$ cat src/sce_defines.vh
`ifndef SCE_DEFINES_VH
`define SCE_DEFINES_VH

// =============================================================
// Register addresses
`define SCE_REG_PC        4'h0
`define SCE_REG_ACC       4'h1
`define SCE_REG_MUL       4'h4
`define SCE_REG_IDX       4'h5
`define SCE_REG_SHX       4'h6

// =============================================================
// Operation codes (upper nibble)
`define SCE_OP_LOAD_IMM   4'h0
`define SCE_OP_CLEAR      4'h1
`define SCE_OP_AND        4'h2
`define SCE_OP_OR         4'h3
`define SCE_OP_ADD        4'h4
`define SCE_OP_STORE      4'h5
`define SCE_OP_SHL        4'h6
`define SCE_OP_SHR        4'h7
`define SCE_OP_INC        4'h8
`define SCE_OP_DEC        4'h9
`define SCE_OP_INV        4'hA
`define SCE_OP_BRANCH     4'hB

// =============================================================
// Fields and constants
`define SCE_OPC_MSB       7
`define SCE_OPC_LSB       4
`define SCE_SEL_MSB       3
`define SCE_SEL_LSB       0
`define SCE_SIGN_BIT      15
`define SCE_WORD_ZERO     16'h0000
`define SCE_BYTE_ZERO     8'h00
`define SCE_SEL_ZERO      4'h0
`define SCE_WORD_ONE      16'h0001
`define SCE_WORD_THREE    16'h0003
`define SCE_EXT_OP_FIRST  4'hC

`endif

$ cat src/sce_execute.v
// Operation
// - Each byte splits into upper opcode nibble and lower register selector.
// - Register 0 is the program counter addressing the next fetch byte.
// - Register 1 is the accumulator for two-operand and store ops.
// - Register 5 is the index register tested by branches.
// - Load immediate takes high then low byte; counter advances three unless register 0 is loaded.
// - The selector may name any of the sixteen registers.
// - Clear sets the selected register to zero in one cycle.
// - AND puts accumulator AND selected register into the accumulator.
// - OR puts accumulator OR selected register into the accumulator.
// - Add keeps low sixteen bits of the sum, carry discarded.
// - Store copies the accumulator into the selected register.
// - Left shift drops bit 15 and inserts zero at bit 0, except for register 6.
// - Left shift of register 6 fills bit 0 from register 4 MSB.
// - Right shift drops bit 0 and keeps bit 15, copying it down.
// - Increment adds one with silent wraparound.
// - Decrement subtracts one with silent wraparound.
// - Invert replaces the register with its bitwise complement.
// - Branch adds selected register to counter when index bit 15 clear.
// - Branch not taken when index bit 15 set; counter advances one.
// - After a taken branch the next fetch uses the new counter.
// - Single-byte instructions advance the counter by one, except taken branches, writes to register 0 and extension ops.
// - All registers other than destination and counter stay unchanged.
`timescale 1ns/1ps
`include "sce_defines.vh"
`default_nettype none

module sce_execute #(
    parameter DATA_W = 16,
    parameter NREGS  = 16
) (
    input  wire              CLK_I,
    input  wire              RST_I,
    input  wire [7:0]        FETCH_DATA_I,
    input  wire              FETCH_VALID_I,
    input  wire              EXT_DONE_I,
    input  wire [DATA_W-1:0] EXT_WDATA_I,
    input  wire [3:0]        EXT_WSEL_I,
    input  wire              EXT_WEN_I,
    input  wire              EXT_PC_NEXT_I,
    output reg  [DATA_W-1:0] FETCH_ADDR_O,
    output reg               FETCH_REQ_O,
    output reg               EXT_START_O,
    output reg  [7:0]        EXT_OPCODE_O,
    output reg  [DATA_W-1:0] EXT_ACC_O,
    output reg  [DATA_W-1:0] EXT_SELREG_O,
    output reg  [DATA_W-1:0] ACC_O,
    output reg  [DATA_W-1:0] PC_O
);

// =============================================================
// State machine
localparam [4:0] ST_FETCH = 5'b00001;
localparam [4:0] ST_HIGH  = 5'b00010;
localparam [4:0] ST_LOW   = 5'b00100;
localparam [4:0] ST_EXT   = 5'b01000;
localparam [4:0] ST_IDLE  = 5'b10000;

reg [4:0]        state;
reg [4:0]        next_state;
reg [DATA_W-1:0] regs [0:NREGS-1];
reg [3:0]        sel;
reg [7:0]        imm_high;

reg [DATA_W-1:0] next_wdata;
reg [3:0]        next_wsel;
reg              next_wen;
reg [DATA_W-1:0] next_pc;
reg              next_ext_start;
reg [7:0]        next_ext_op;

wire [3:0] opc = FETCH_DATA_I[`SCE_OPC_MSB:`SCE_OPC_LSB];
wire [3:0] fsel = FETCH_DATA_I[`SCE_SEL_MSB:`SCE_SEL_LSB];
wire [DATA_W-1:0] pc   = regs[`SCE_REG_PC];
wire [DATA_W-1:0] acc  = regs[`SCE_REG_ACC];
wire [DATA_W-1:0] idx  = regs[`SCE_REG_IDX];
wire [DATA_W-1:0] xval = regs[fsel];
wire [DATA_W-1:0] pc1  = pc + `SCE_WORD_ONE;

// Register 6 shift carry-in, decoded once per shift
function shl_fill;
    input [3:0]        s;
    input [DATA_W-1:0] mreg;
    begin
        if (s == `SCE_REG_SHX) begin
            shl_fill = mreg[`SCE_SIGN_BIT];
        end else begin
            shl_fill = 1'b0;
        end
    end
endfunction

// =============================================================
// Execute decode
always @* begin
    next_state     = state;
    next_wdata     = `SCE_WORD_ZERO;
    next_wsel      = `SCE_REG_ACC;
    next_wen       = 1'b0;
    next_pc        = pc;
    next_ext_start = 1'b0;
    next_ext_op    = EXT_OPCODE_O;
    case (state)
        ST_FETCH: begin
            if (FETCH_VALID_I) begin
                next_pc  = pc1;
                next_wen = 1'b1;
                next_wsel = fsel;
                case (opc)
                    `SCE_OP_LOAD_IMM: begin
                        next_wen   = 1'b0;
                        next_state = ST_HIGH;
                    end
                    `SCE_OP_CLEAR: begin
                        next_wdata = `SCE_WORD_ZERO;
                    end
                    `SCE_OP_AND: begin
                        next_wsel  = `SCE_REG_ACC;
                        next_wdata = acc & xval;
                    end
                    `SCE_OP_OR: begin
                        next_wsel  = `SCE_REG_ACC;
                        next_wdata = acc | xval;
                    end
                    `SCE_OP_ADD: begin
                        next_wsel  = `SCE_REG_ACC;
                        next_wdata = acc + xval;
                    end
                    `SCE_OP_STORE: begin
                        next_wdata = acc;
                    end
                    `SCE_OP_SHL: begin
                        next_wdata = {xval[DATA_W-2:0],
                                      shl_fill(fsel, regs[`SCE_REG_MUL])};
                    end
                    `SCE_OP_SHR: begin
                        next_wdata = {xval[DATA_W-1],
                                      xval[DATA_W-1:1]};
                    end
                    `SCE_OP_INC: begin
                        next_wdata = xval + `SCE_WORD_ONE;
                    end
                    `SCE_OP_DEC: begin
                        next_wdata = xval - `SCE_WORD_ONE;
                    end
                    `SCE_OP_INV: begin
                        next_wdata = ~xval;
                    end
                    `SCE_OP_BRANCH: begin
                        next_wen = 1'b0;
                        if (!idx[`SCE_SIGN_BIT]) begin
                            next_pc = pc + xval;
                        end else begin
                            next_pc = pc1;
                        end
                    end
                    default: begin
                        // Counter advance is left to the external unit
                        next_wen       = 1'b0;
                        next_pc        = pc;
                        next_ext_start = 1'b1;
                        next_ext_op    = FETCH_DATA_I;
                        next_state     = ST_EXT;
                    end
                endcase
            end
        end
        ST_HIGH: begin
            if (FETCH_VALID_I) begin
                next_pc    = pc1;
                next_state = ST_LOW;
            end
        end
        ST_LOW: begin
            if (FETCH_VALID_I) begin
                next_pc    = pc1;
                next_wen   = 1'b1;
                next_wsel  = sel;
                next_wdata = {imm_high, FETCH_DATA_I};
                next_state = ST_FETCH;
            end
        end
        ST_EXT: begin
            next_wen   = EXT_WEN_I;
            next_wsel  = EXT_WSEL_I;
            next_wdata = EXT_WDATA_I;
            if (EXT_DONE_I) begin
                if (EXT_PC_NEXT_I) begin
                    next_pc = pc1;
                end
                next_state = ST_FETCH;
            end
        end
        default: begin
            next_state = ST_FETCH;
        end
    endcase
end

// =============================================================
// Register file; only the named destination and the counter move
genvar gi;
generate
    for (gi = 0; gi < NREGS; gi = gi + 1) begin : g_reg
        always @(posedge CLK_I) begin
            if (RST_I) begin
                regs[gi] <= `SCE_WORD_ZERO;
            end else if (next_wen && next_wsel == gi
                         && gi != `SCE_REG_PC) begin
                regs[gi] <= next_wdata;
            end else if (gi == `SCE_REG_PC) begin
                // A write that targets the counter wins over advance
                if (next_wen && next_wsel == `SCE_REG_PC) begin
                    regs[gi] <= next_wdata;
                end else begin
                    regs[gi] <= next_pc;
                end
            end
        end
    end
endgenerate

// =============================================================
// Sequencing and outputs
always @(posedge CLK_I) begin
    if (RST_I) begin
        state        <= ST_FETCH;
        sel          <= `SCE_SEL_ZERO;
        imm_high     <= `SCE_BYTE_ZERO;
        EXT_START_O  <= 1'b0;
        EXT_OPCODE_O <= `SCE_BYTE_ZERO;
        EXT_ACC_O    <= `SCE_WORD_ZERO;
        EXT_SELREG_O <= `SCE_WORD_ZERO;
        FETCH_REQ_O  <= 1'b0;
        FETCH_ADDR_O <= `SCE_WORD_ZERO;
        ACC_O        <= `SCE_WORD_ZERO;
        PC_O         <= `SCE_WORD_ZERO;
    end else begin
        state       <= next_state;
        EXT_START_O <= next_ext_start;
        EXT_OPCODE_O <= next_ext_op;
        if (state == ST_FETCH && FETCH_VALID_I) begin
            sel          <= fsel;
            EXT_ACC_O    <= acc;
            EXT_SELREG_O <= xval;
        end
        if (state == ST_HIGH && FETCH_VALID_I) begin
            imm_high <= FETCH_DATA_I;
        end
        FETCH_REQ_O <= (next_state != ST_EXT);
        if (next_wen && next_wsel == `SCE_REG_PC) begin
            FETCH_ADDR_O <= next_wdata;
            PC_O         <= next_wdata;
        end else begin
            FETCH_ADDR_O <= next_pc;
            PC_O         <= next_pc;
        end
        if (next_wen && next_wsel == `SCE_REG_ACC) begin
            ACC_O <= next_wdata;
        end else begin
            ACC_O <= acc;
        end
    end
end

endmodule // sce_execute

`default_nettype wire

$ cat config.mk
export PLATFORM = sky130hd
export DESIGN_NAME = sce_execute
export DESIGN_NICKNAME = d
export VERILOG_FILES = /design/src/sce_execute.v
export VERILOG_INCLUDE_DIRS = /design/src
export SDC_FILE = /design/constraint.sdc
export NUM_CORES = 1
export LEC_CHECK = 0
export ABC_AREA = 1
export BUFFER_PORTS_ARGS = -buffer_cell sky130_fd_sc_hd__buf_2
export CORE_MARGIN = 2
export CORE_UTILIZATION = 50
export DETAILED_ROUTE_END_ITERATION = 10
export PLACE_DENSITY = 0.68
export SYNTH_ARGS = -nofsm -noshare
export SYNTH_HDL_FRONTEND = slang
export SYNTH_SLANG_ARGS = --single-unit
$ cat constraint.sdc
create_clock -name CLK_I -period 5.81 [get_ports CLK_I]
set_input_delay 1.162 -clock CLK_I [delete_from_list [all_inputs] [get_ports CLK_I]]
set_output_delay 1.162 -clock CLK_I [all_outputs]
set_load 0.02 [all_outputs]
==> results.py <==
metrics = {
    "placement": {
        "port_buffers": 123,
        "place_congestion": 0.986,
        "dp_hpwl_um": 53200,
        "post-place-ws_ns": 0.357,
        "place_area_um2": 20700,
    },
    "floorplan": {
        "row_count": 72,
        "io_pins": 124,
        "fp.dieW_um": 201,
        "die_area_um2": 40400,
        "start_util": 0.504,
        "die_h_um": 201,
        "core_region_area_um2": 38500,
    },
    "cells_and_area": {
        "fin_area_um2": 21900,
        "antenna_cells": 0,
        "layout_common_cells": "496 x nand2_1, 365 x nor2_1, 256 x edfxtp_1",
        "multi_input_area_um2": 8380,
        "seqCellArea_um2": 9510,
        "layout.nets": 2616,
        "fill_cells": 3657,
        "final_common_cell": "nand2_1",
        "final_layout_size_suffix_gt1_frac": 0.119,
        "syn2layout_area_growth_pct": 12.7,
    },
    "synth": {
        "ys_async_sr_fraction": 0,
        "synthFlopType": "edfxtp_1",
        "synth-seq-cells": 347,
        "yosysUniqueCellTypes": 47,
        "synth_area_um2": 19400,
        "synth_edf_count": 256,
        "synth_top_area_share": 0.396,
        "seq_area_frac_synth": 0.490,
        "yosys-top-cells-area": "edfxtp_1 40%, nand2_1 9.6%, dfxtp_1 9.4%",
        "netlist_instances": 2440,
        "synth_area_per_cell_um2": 7.95,
        "synth.largest_area_cell": "edfxtp_1",
        "ys_warn_count": 0,
    },
    "worst_setup_path": {
        "critPathArrivalTime_ns": 5.46,
        "timing.rr.start": "regs[1][0]",
        "crit_required_ns": 6.09,
        "timing.rr.end": "regs[4][15]",
        "crit_type": "flop to flop",
        "worstRegToRegCells": 21,
        "cp_max_fo": 14,
        "start_kind": "flop",
        "crit_end": "regs[4][15]",
        "startpoint": "regs[1][0]",
        "reg2reg_setup_slack_ns": 0.63,
        "cp-end-kind": "flop",
    },
    "routing": {
        "wirelength_um": 74800,
        "avgRoutedWirePerCell_um": 24.2,
        "num_vias": 18522,
        "avgViaCountPerCell": 5.99,
        "firstDrtPassIters": 8,
        "drtIter0Drc": 2178,
        "drc": 0,
        "ant_nets": 0,
    },
    "clocking": {
        "numCtsBuffers": 39,
        "cts_resized": 0,
        "cts.sinks": 347,
        "postCtsSetupBuffers": 0,
        "cts_tree": "yes",
        "clk_latency_ns": 0.58,
        "clock_path_buffers": 3,
        "cts_root_buffer": "clkbuf_16",
        "htreeDepth": 2,
        "postCtsHoldBufs": 0,
        "clk_pin_slew_worst_paths_ns": 0.07,
    },
    "timing": {
        "finalHoldViolCount": 0,
        "report.final.slew_viol_count": 0,
        "fin_crit_sh": 0.892,
        "finalCriticalPeriod_ns": 5.18,
        "fmax_ghz": 0.193,
        "finalSetupViolCount": 0,
        "skew_ns": 0.0253,
        "relSlewSlack": 0.319,
        "setup_ws_ns": 0.628,
        "grt_setup_unrepaired": "no",
        "tightest_slew_ns": 1.02,
        "whs_ns": 0.452,
        "fin_tns_setup_ns": 0,
    },
    "global_route": {
        "grt_start_max_net_pins": 66,
        "grt_pass1_vias": 17349,
        "grt_pass1_wl_um": 111000,
        "globalRouteOverflowTotal": 0,
        "antenna_found_initial": 0,
        "grt.total_usage": 0.368,
    },
    "outcome": {
        "status": "complete, no violations",
    },
    "power_and_ir_drop": {
        "leakagePower_nw": 9.23,
        "powerDensity_nw_per_um2": 290,
        "p_total_mw": 6.34,
        "peakVddDrop_mv": 0.227,
    },
    "flow_run": {
        "cap_violations": 0,
    },
    "worst_hold_path": {
        "hold_class": "flop to flop",
    },
}
==> per-stage QoR <==
stage                      util  instances
after floorplan               -       2455
after detailed placement  0.537       3025
after CTS                 0.568       3092
final                     0.568       3092
after global routing      0.568       3092
after global placement    0.537       3025
==> layout make-up <==
cell class,count,share of cell area
sequential,347,0.435
multi-input combinational,1729,0.383
clock buffer,49,0.0468
clock inverter,18,0.00733
timing repair buffer,204,0.0585
inverter,227,0.0390
tap,518,0.0297
==> cells in the mapped netlist (all sizes together), types with 5 or more instances <==
cell type,count
inv,223
or2,7
nor3,11
edfxtp,256
nand4,18
nand3b,6
dfxtp,91
nand3,135
a21oi,204
buf,77
xor2,18
o22ai,7
nor2,371
clkbuf,75
nand2,497
o21ai,254
ha,32
a211oi,5
o221ai,7
o211ai,96
o21bai,15
==> registers in the layout (all words and copies together) (netlist names) <==
signal / count
EXT_ACC_O: 16
state: 5
ACC_O: 16
EXT_START_O: 1
PC_O: 16
imm_high: 8
regs: 256
sel: 4
FETCH_REQ_O: 1
EXT_OPCODE_O: 8
EXT_SELREG_O: 16
==> how the worst min path moves through the flow <==
stage | startpoint | to | slack, ns | depth (start not counted)
floorplan | imm_high[0] | imm_high[0] | 0.42 | 2
global placement | imm_high[3] | imm_high[3] | 0.43 | 2
detailed placement | imm_high[3] | imm_high[3] | 0.44 | 2
CTS | imm_high[3] | imm_high[3] | 0.45 | 2
global route | imm_high[3] | imm_high[3] | 0.49 | 2
finish | imm_high[3] | imm_high[3] | 0.45 | 2
==> worst max-delay path: stages, from the launching register on <==
cell	delay (ns)
edfxtp_1	0.51
inv_1	0.34
nand3_1	0.25
nor3_1	0.25
nand3_1	0.15
inv_1	0.09
nand2_1	0.12
inv_1	0.14
a21oi_1	0.08
o31ai_1	0.66
ha_1	0.38
inv_1	0.19
o21bai_1	0.11
a21oi_1	0.12
a21boi_0	0.41
nand3_1	0.12
nand3_1	0.22
nand2_1	0.09
nand2_1	0.07
nand2_1	0.18
inv_2	0.30
nor2_1	0.08
==> per-layer routing <==
metal,vias up,global-route usage,routed length [um]
met5,-,0,0
met4,0,0.184,4020
met3,186,0.0498,7260
met2,1053,0.563,32900
met1,8829,0.514,30700
li1,8454,-,-
==> kinds of logic after synthesis <==
| group | Yosys count | share of synthesized area |
|---|---|---|
| AOI/OAI and AO/OA | 607 | 0.176 |
| xor gates and xnor gates | 21 | 0.00948 |
| adders and majority gates | 34 | 0.0227 |
| buffers and inverters | 379 | 0.0806 |
| DFF | 347 | 0.490 |
| other | 2 | 0.000387 |
| and+or+nand+nor | 1050 | 0.220 |
==> where the power goes <==
part           switching, mW  internal, mW
Clock                   1.04          1.34
Sequential            0.0737          2.76
Combinational          0.795         0.327
No activity file was read; power rests on OpenSTA's default activity.
